`src/core/flash_erase_pkg.sv`:
```
// constants and types shared by the flash erase controller
package flash_erase_pkg;

	// register byte addresses on the avalon slave
	localparam logic [3:0] ctrl_stat_addr   = 4'h0;
	localparam logic [3:0] page_sel_addr    = 4'h4;
	localparam logic [3:0] sect_prot_addr   = 4'h8;
	localparam logic [3:0] mode_addr        = 4'hC;

	// control command codes
	localparam logic [7:0] cmd_unlock_1     = 8'h73;
	localparam logic [7:0] cmd_unlock_2     = 8'h8C;
	localparam logic [7:0] cmd_page_erase   = 8'h95;
	localparam logic [7:0] cmd_mass_erase   = 8'h63;

	// controller_state_code values
	localparam logic [5:0] code_locked      = 6'h00;
	localparam logic [5:0] code_first       = 6'h01;
	localparam logic [5:0] code_second      = 6'h02;
	localparam logic [5:0] code_unlocked    = 6'h03;
	localparam logic [5:0] code_page_erase  = 6'h10;
	localparam logic [5:0] code_mass_erase  = 6'h20;

	// array geometry: 8 pages of 512 bytes
	localparam int         page_bytes       = 512;
	localparam int         page_count       = 8;
	localparam int         addr_width       = 12;
	localparam int         page_bits        = 3;

	// mode register fields
	localparam int         mode_mass_en_bit = 0;
	localparam int         mode_bypass_bit  = 1;
	localparam int         mode_wprot_bit   = 2;

	// reset values
	localparam logic [7:0] page_sel_reset   = 8'h00;
	localparam logic [7:0] sect_prot_reset  = 8'h00;
	localparam logic [7:0] mode_reset       = 8'h00;

	// erase durations
	localparam int         page_erase_us    = 10;
	localparam int         mass_erase_us    = 40;
	localparam int         clk_mhz          = 100;
	localparam int         page_erase_cyc   = page_erase_us * clk_mhz;
	localparam int         mass_erase_cyc   = mass_erase_us * clk_mhz;
	localparam int         count_width      = 16;

	typedef enum logic [5:0] {
		st_locked   = 6'b000001,
		st_first    = 6'b000010,
		st_second   = 6'b000100,
		st_unlocked = 6'b001000,
		st_page     = 6'b010000,
		st_mass     = 6'b100000
	} ctrl_state_t;

endpackage

```
`src/core/erase_if.sv`:
```
// interface between the sequencer and the array erase engine
`timescale 1ns/1ps
interface erase_if;
	logic                                  start;
	logic                                  mass;
	logic [flash_erase_pkg::page_bits-1:0] page;
	logic [flash_erase_pkg::count_width-1:0] cycles;
	logic                                  busy;
	logic                                  done;

	modport ctrl (
		output start,
		output mass,
		output page,
		output cycles,
		input  busy,
		input  done
	);
	modport engine (
		input  start,
		input  mass,
		input  page,
		input  cycles,
		output busy,
		output done
	);
endinterface

```
`src/core/erase_engine.sv`:
```
// timed erase engine: counts out the erase and drives the array strobes
`timescale 1ns/1ps
module erase_engine (
	// clock and reset
	input  wire logic                                 clk_in,
	input  wire logic                                 rst_b_in,
	// sequencer side
	erase_if.engine                                   ctl,
	// array side
	output logic                                      arr_erase_out,
	output logic                                      arr_mass_out,
	output logic [flash_erase_pkg::page_bits-1:0]     arr_page_out
);

	logic [flash_erase_pkg::count_width-1:0] cnt_q;
	logic                                    busy_q;
	logic                                    done_q;

	always_ff @(posedge clk_in) begin
		if (!rst_b_in) begin
			cnt_q         <= '0;
			busy_q        <= 1'b0;
			done_q        <= 1'b0;
			arr_erase_out <= 1'b0;
			arr_mass_out  <= 1'b0;
			arr_page_out  <= '0;
		end else begin
			done_q <= 1'b0;
			if (!busy_q && ctl.start) begin
				// page erase hits the whole page named by the selector
				cnt_q         <= ctl.cycles;
				busy_q        <= 1'b1;
				arr_erase_out <= 1'b1;
				arr_mass_out  <= ctl.mass;
				arr_page_out  <= ctl.page;
			end else if (busy_q) begin
				if (cnt_q <= 16'h0001) begin
					busy_q        <= 1'b0;
					done_q        <= 1'b1;
					arr_erase_out <= 1'b0;
					arr_mass_out  <= 1'b0;
				end else begin
					cnt_q <= cnt_q - 16'h0001;
				end
			end
		end
	end

	assign ctl.busy = busy_q;
	assign ctl.done = done_q;

endmodule

```
`src/core/flash_erase_controller.sv`:
```
// flash erase controller: unlock sequencer, commands, protection, bypass
`timescale 1ns/1ps

// Operation
// - erase unit is one 512-byte page
// - page erase leaves page bytes at FFH
// - page erase targets the page selector
// - protected sectors refuse page erase
// - 95h when unlocked starts page erase
// - core held idle during any erase; a bypass pin erase leaves the core running
// - page erase end relocks controller
// - mass erase only via debug access; in bypass the pins mass erase without it
// - mass erase sets whole array FFH
// - 63H when unlocked starts mass erase
// - mass erase polled, then relocks
// - bypass routes flash strobes to pins
// - bypass still allows pin page erase
// - debug access ignores write protect
// - debug access ignores sector protect
// - unlock is 73H then 8CH
// - status 010xxx page, 100xxx mass
// - page erase covers selected top bits
// - status read, control write, one address
module flash_erase_controller #(
	parameter int page_cycles = flash_erase_pkg::page_erase_cyc,
	parameter int mass_cycles = flash_erase_pkg::mass_erase_cyc
) (
	// clock and reset
	input  wire logic        clk_in,
	input  wire logic        rst_b_in,
	// avalon-mm slave
	input  wire logic [3:0]  avs_address_in,
	input  wire logic        avs_read_in,
	input  wire logic        avs_write_in,
	input  wire logic [31:0] avs_writedata_in,
	input  wire logic [3:0]  avs_byteenable_in,
	output logic      [31:0] avs_readdata_out,
	output logic             avs_waitrequest_out,
	// access source
	input  wire logic        debug_access_unit_in,
	// core stall
	output logic             core_idle_out,
	// bypass pins
	input  wire logic        pin_erase_in,
	input  wire logic        pin_mass_in,
	input  wire logic [2:0]  pin_page_in,
	// flash array strobes
	output logic             arr_erase_out,
	output logic             arr_mass_out,
	output logic [2:0]       arr_page_out,
	output logic             write_prot_active_out
);

	////////////////////////////////////////////////////////////////////////
	// registers

	flash_erase_pkg::ctrl_state_t state_q;
	logic [7:0]  erase_page_select_q;
	logic [7:0]  sect_prot_q;
	logic [7:0]  mode_q;
	logic [31:0] rdata_q;
	logic        ack_q;
	logic        start_q;
	logic        mass_q;

	erase_if eng ();

	logic        eng_erase;
	logic        eng_mass;
	logic [2:0]  eng_page;

	logic        bus_req;
	logic        wr_ok;
	logic [7:0]  wbyte;
	logic        bypass;
	logic        sector_locked;

	// one access per req; ack in the cycle after the request is seen
	assign bus_req = (avs_read_in || avs_write_in) && !ack_q;
	assign avs_waitrequest_out = !ack_q;
	assign wr_ok = avs_write_in && ack_q && avs_byteenable_in[0];
	assign wbyte = avs_writedata_in[7:0];
	assign bypass = mode_q[flash_erase_pkg::mode_bypass_bit];

	function automatic logic is_addr(input logic [3:0] a,
			input logic [3:0] b);
		return a == b;
	endfunction

	// debug access overrides both protect mechanisms
	assign sector_locked = sect_prot_q[erase_page_select_q[2:0]]
		&& !debug_access_unit_in;
	assign write_prot_active_out =
		mode_q[flash_erase_pkg::mode_wprot_bit]
		&& !debug_access_unit_in;

	////////////////////////////////////////////////////////////////////////
	// bus handshake and read data

	always_ff @(posedge clk_in) begin
		if (!rst_b_in) begin
			ack_q <= 1'b0;
		end else begin
			ack_q <= bus_req;
		end
	end

	always_ff @(posedge clk_in) begin
		if (!rst_b_in) begin
			rdata_q <= 32'h0000_0000;
		end else if (bus_req && avs_read_in) begin
			if (is_addr(avs_address_in,
					flash_erase_pkg::ctrl_stat_addr)) begin
				rdata_q <= {26'h0, status_code(state_q)};
			end else if (is_addr(avs_address_in,
					flash_erase_pkg::page_sel_addr)) begin
				rdata_q <= {24'h0, erase_page_select_q};
			end else if (is_addr(avs_address_in,
					flash_erase_pkg::sect_prot_addr)) begin
				rdata_q <= {24'h0, sect_prot_q};
			end else if (is_addr(avs_address_in,
					flash_erase_pkg::mode_addr)) begin
				rdata_q <= {24'h0, mode_q};
			end else begin
				rdata_q <= 32'h0000_0000;
			end
		end
	end
	assign avs_readdata_out = rdata_q;

	function automatic logic [5:0] status_code(
			input flash_erase_pkg::ctrl_state_t s);
		case (s)
			flash_erase_pkg::st_locked:   status_code =
				flash_erase_pkg::code_locked;
			flash_erase_pkg::st_first:    status_code =
				flash_erase_pkg::code_first;
			flash_erase_pkg::st_second:   status_code =
				flash_erase_pkg::code_second;
			flash_erase_pkg::st_unlocked: status_code =
				flash_erase_pkg::code_unlocked;
			flash_erase_pkg::st_page:     status_code =
				flash_erase_pkg::code_page_erase;
			flash_erase_pkg::st_mass:     status_code =
				flash_erase_pkg::code_mass_erase;
			default:                      status_code =
				flash_erase_pkg::code_locked;
		endcase
	endfunction

	////////////////////////////////////////////////////////////////////////
	// configuration registers

	always_ff @(posedge clk_in) begin
		if (!rst_b_in) begin
			erase_page_select_q <= flash_erase_pkg::page_sel_reset;
		end else if (wr_ok && is_addr(avs_address_in,
				flash_erase_pkg::page_sel_addr)) begin
			erase_page_select_q <= wbyte;
		end
	end

	always_ff @(posedge clk_in) begin
		if (!rst_b_in) begin
			sect_prot_q <= flash_erase_pkg::sect_prot_reset;
		end else if (wr_ok && is_addr(avs_address_in,
				flash_erase_pkg::sect_prot_addr)) begin
			// set-only, so running code cannot unprotect a page
			sect_prot_q <= sect_prot_q | wbyte;
		end
	end

	always_ff @(posedge clk_in) begin
		if (!rst_b_in) begin
			mode_q <= flash_erase_pkg::mode_reset;
		end else if (wr_ok && is_addr(avs_address_in,
				flash_erase_pkg::mode_addr)) begin
			mode_q <= {5'h00, wbyte[2:0]};
		end
	end

	////////////////////////////////////////////////////////////////////////
	// command sequencer

	always_ff @(posedge clk_in) begin
		if (!rst_b_in) begin
			state_q <= flash_erase_pkg::st_locked;
			start_q <= 1'b0;
			mass_q  <= 1'b0;
		end else begin
			start_q <= 1'b0;
			case (state_q)
				flash_erase_pkg::st_locked: begin
					if (wr_ok && is_addr(avs_address_in,
							flash_erase_pkg::ctrl_stat_addr)
							&& wbyte == flash_erase_pkg::cmd_unlock_1) begin
						state_q <= flash_erase_pkg::st_first;
					end
				end
				flash_erase_pkg::st_first: begin
					if (wr_ok && is_addr(avs_address_in,
							flash_erase_pkg::ctrl_stat_addr)) begin
						if (wbyte == flash_erase_pkg::cmd_unlock_2) begin
							state_q <= flash_erase_pkg::st_second;
						end else begin
							state_q <= flash_erase_pkg::st_locked;
						end
					end
				end
				flash_erase_pkg::st_second: begin
					// one settle cycle, then unlocked
					state_q <= flash_erase_pkg::st_unlocked;
				end
				flash_erase_pkg::st_unlocked: begin
					if (wr_ok && is_addr(avs_address_in,
							flash_erase_pkg::ctrl_stat_addr)) begin
						if (wbyte == flash_erase_pkg::cmd_page_erase
								&& !sector_locked && !bypass) begin
							state_q <= flash_erase_pkg::st_page;
							start_q <= 1'b1;
							mass_q  <= 1'b0;
						end else if (wbyte == flash_erase_pkg::cmd_mass_erase
								&& debug_access_unit_in && !bypass
								&& mode_q[flash_erase_pkg::mode_mass_en_bit])
								begin
							state_q <= flash_erase_pkg::st_mass;
							start_q <= 1'b1;
							mass_q  <= 1'b1;
						end else begin
							state_q <= flash_erase_pkg::st_locked;
						end
					end
				end
				flash_erase_pkg::st_page: begin
					if (eng.done) begin
						state_q <= flash_erase_pkg::st_locked;
					end
				end
				flash_erase_pkg::st_mass: begin
					if (eng.done) begin
						state_q <= flash_erase_pkg::st_locked;
					end
				end
				default: state_q <= flash_erase_pkg::st_locked;
			endcase
		end
	end

	// core idles from start through done
	assign core_idle_out = (state_q == flash_erase_pkg::st_page)
		|| (state_q == flash_erase_pkg::st_mass);

	////////////////////////////////////////////////////////////////////////
	// erase engine and bypass mux

	assign eng.start  = start_q;
	assign eng.mass   = mass_q;
	assign eng.page   = erase_page_select_q[2:0];
	assign eng.cycles = mass_q
		? 16'(mass_cycles) : 16'(page_cycles);

	erase_engine u_engine (
		.clk_in        (clk_in),
		.rst_b_in      (rst_b_in),
		.ctl           (eng),
		.arr_erase_out (eng_erase),
		.arr_mass_out  (eng_mass),
		.arr_page_out  (eng_page)
	);

	// bypass hands the array strobes to the pins; no protection applies
	assign arr_erase_out = bypass ? pin_erase_in : eng_erase;
	assign arr_mass_out  = bypass ? pin_mass_in  : eng_mass;
	assign arr_page_out  = bypass ? pin_page_in  : eng_page;

endmodule

```
`config.mk`:
```
export PLATFORM = sky130hd
export DESIGN_NAME = flash_erase_controller
export DESIGN_NICKNAME = d
export VERILOG_FILES = /design/src/core/flash_erase_pkg.sv /design/src/core/erase_if.sv /design/src/core/erase_engine.sv /design/src/core/flash_erase_controller.sv
export SDC_FILE = /design/constraint.sdc
export NUM_CORES = 1
export LEC_CHECK = 0
export ABC_AREA = 1
export ABC_CLOCK_PERIOD_IN_PS = 2700
export BUFFER_PORTS_ARGS = -buffer_cell sky130_fd_sc_hd__buf_4
export CORE_UTILIZATION = 44
export DETAILED_ROUTE_END_ITERATION = 16
export GPL_TIMING_DRIVEN = 0
export PLACE_DENSITY = 0.78
export SLEW_MARGIN = 10
export SYNTH_ARGS = -nofsm -noshare
export SYNTH_HDL_FRONTEND = slang
export SYNTH_SLANG_ARGS = --single-unit
```
`constraint.sdc`:
```
create_clock -name clk_in -period 2.7 [get_ports clk_in]
set_clock_uncertainty 0.2 [all_clocks]
set_input_delay 0.405 -clock clk_in [delete_from_list [all_inputs] [get_ports clk_in]]
set_output_delay 0.405 -clock clk_in [all_outputs]
set_load 0.01 [all_outputs]
```
==> results_dict.tcl <==
set metrics [dict create \
    status "complete, no violations" \
    postCtsSetupBuffers 0 \
    synth_cell_type_count 35 \
    tightest_slew_ns 0.570 \
    syn_avg_cell_area_um2 6.76 \
    cts_tree "done" \
    core_region_area_um2 6910 \
    worst_slew_margin_rel_pct 61.9 \
    cts-resized-gates 0 \
    crit_fanout 9 \
    tns_ns 0 \
    holdBufCountCts 0 \
    setup_viol 0 \
    num_rows 30 \
    cts_buffers 9 \
    hold_viol 0 \
    busiest_layer "met2" \
    yosysWarnings 0 \
    drive_gt1_share_pct 17.3 \
    via_per_inst 5.03 \
    grt_usage_pct 23.3 \
    final_core_util_pct 56.1 \
    worst-setup-path-type "reg -> out" \
    use_met3_pct 5.31 \
    min-delay-start "avs_writedata_in[1]" \
    drt_iter0_drc 202 \
    place_congestion 0.920 \
    synth_edf_count 0 \
    cts_max_level 3 \
    worstReg2RegStart "u_engine.cnt_q[0]" \
    areaGrowthSynthToFinish_pct 21.8 \
    drtAntennaViolNets 0 \
    overflow 0 \
    slowest_delay_ns 0.42 \
    crit_arrival_ns 1.71 \
    numPortBuffers 38 \
    drc 0 \
    power_mw 1.97 \
    powerDensity_nw_per_um2 508 \
    hold_depth 3 \
    clock_path_buffers 2 \
    wirelength_um 8200 \
    use_met2_pct 39.8 \
    syn_inst 471 \
    vias 3240 \
    async_flop_share_pct 0 \
    rrSetupSlack_ns 0.75 \
    firstDrtPassIters 5 \
    crit_path_frequent_cell "nand2_1" \
    finalCriticalPeriod_ns 2.32 \
    die_area_um2 7580 \
    grt_max_degree 13 \
    fin_crit_sh_pct 85.9 \
    hold_end "sect_prot_q[1]" \
    clockRootBuffer "clkbuf_8" \
    wire_per_inst_um 12.7 \
    syn_area_um2 3180 \
    path_cells "clkbuf_1 -> inv_1 -> nand2_1 -> nand2_1 -> buf_4" \
    rr_endpoint "u_engine.cnt_q[8]" \
    end_kind "output pin" \
    ys_ff_latch 59 \
    reg2regPathDepth 10 \
    gr-usage-met1_pct 26.6 \
    hpwl_um 6240 \
    crit_buf_inv 3 \
    top_level_ports 90 \
    clk-insertion-delay-late_ns 0.35 \
    dp.cells 628 \
    die_w_um 87.1 \
    ys.flop_type "dfxtp_1" \
    startpoint "mode_q[1]" \
    antenna_found_initial 0 \
    grt_pass1_vias 3091 \
    fin_nets 595 \
    min_path_type "in -> reg" \
    leakagePower_nw 1.84 \
    antenna_cells 0 \
    required_ns 2.10 \
    rsz0062_at_grt "no" \
    final_cells 644 \
    startpoint_type "flop" \
    cap_viol_max_count 0 \
    start_util_pct 46.1 \
    drv_slew 0 \
    peakVddDrop_mv 0.269 \
    cpMaxStageDelayCell "clkbuf_1" \
    die_h_um 87.1 \
    fmax_mhz 431 \
    grt_pass1_wl_um 13600 \
    numClockSinks 59 \
    synth_seq_area_share_pct 37.1 \
    path_clk_slew_ns 0.07 \
    cp_top_family "buffers and inverters" \
]
[layout make-up]
cell class | instances | area [um^2]
clock inverter | 7 | 77.6
inverter | 58 | 218
multi-input combinational | 343 | 1650
buffer | 34 | 226
clock buffer | 9 | 124
tap | 96 | 120
sequential | 59 | 1180
fill | 670 | 3030
timing repair buffer | 38 | 285
[worst min-delay path, delay by kind of cell]
kind / cells / cell delay [ns]
compound gates: 1 / 0.05
simple gates: 1 / 0.05
buf+inv: 1 / 0.12
[kinds of logic after synthesis]
kind of cell / count (synthesis) / synth area share [%]
DFF: 59 / 37.1
adders and majority gates: 2 / 0.786
AOI/OAI and AO/OA: 90 / 14.8
xor gates and xnor gates: 8 / 2.20
other: 1 / 0.118
buffers and inverters: 92 / 13.9
and+or+nand+nor: 219 / 31.0
[stage by stage]
stage | hold slack, ns | worst slack [ns] | cell area [um^2]
3_3_place_gp | 0.234 | 0.736 | 3680
3_5_place_dp | 0.254 | 0.631 | 3680
6_report | 0.124 | 0.380 | 3880
4_1_cts | 0.101 | 0.361 | 3880
5_1_grt | 0.117 | 0.233 | 3880
2_1_floorplan | 0.223 | 1.00 | 3270
[layer usage]
metal	share of wire, %	wire length, um
met5	0	0
met4	2.5	208
met3	6.6	545
met2	48	3980
met1	42	3470
[worst max path at each step]
| stage | endpoint | slack, ns | cells after the start |
|---|---|---|---|
| after floorplan | u_engine.cnt_q[5] | 1.00 | 10 |
| after global placement | sect_prot_q[6] | 0.74 | 6 |
| after detailed placement | sect_prot_q[6] | 0.63 | 6 |
| after CTS | arr_page_out[1] | 0.36 | 5 |
| after global routing | arr_page_out[0] | 0.23 | 5 |
| final | arr_page_out[1] | 0.38 | 5 |
[Yosys cell counts, types with 7 or more instances]
master / number / area (um^2)
nor3_1: 13 / 65.1
o21ai_0: 32 / 160
nand4_1: 7 / 43.8
a21oi_1: 46 / 230
inv_1: 57 / 214
dfxtp_1: 59 / 1180
clkbuf_1: 8 / 30.0
xor2_1: 7 / 61.3
nand2_1: 98 / 368
nor2_1: 56 / 210
buf_4: 24 / 180
nand3_1: 25 / 125
[where the power goes]
group	switching, mW	internal [mW]
Sequential	0.0103	0.889
Clock	0.382	0.429
Combinational	0.159	0.0996
Total	0.552	1.42
[state kept, by name (all words and copies together) (netlist names), 3 cells and up]
register,flops
avs_readdata_out,8
erase_page_select_q,8
mode_q,3
sect_prot_q,8
state_q,6
u_engine.arr_page_out,3
u_engine.cnt_q,16
[cell usage in the layout, fill, tap and decap left out, types with 4 or more instances in the layout]
cell        count
o21ai_0        32
nor3_1         13
nand4_1         7
clkbuf_1        8
conb_1         24
dfxtp_1        59
buf_4          62
clkinvlp_4      4
o22ai_1         4
a21oi_1        46
nand2_1        98
xor2_1          7
clkbuf_8        9
inv_1          57
nand3_1        25
nor2_1         56
Power figures use the tool's default switching activity.
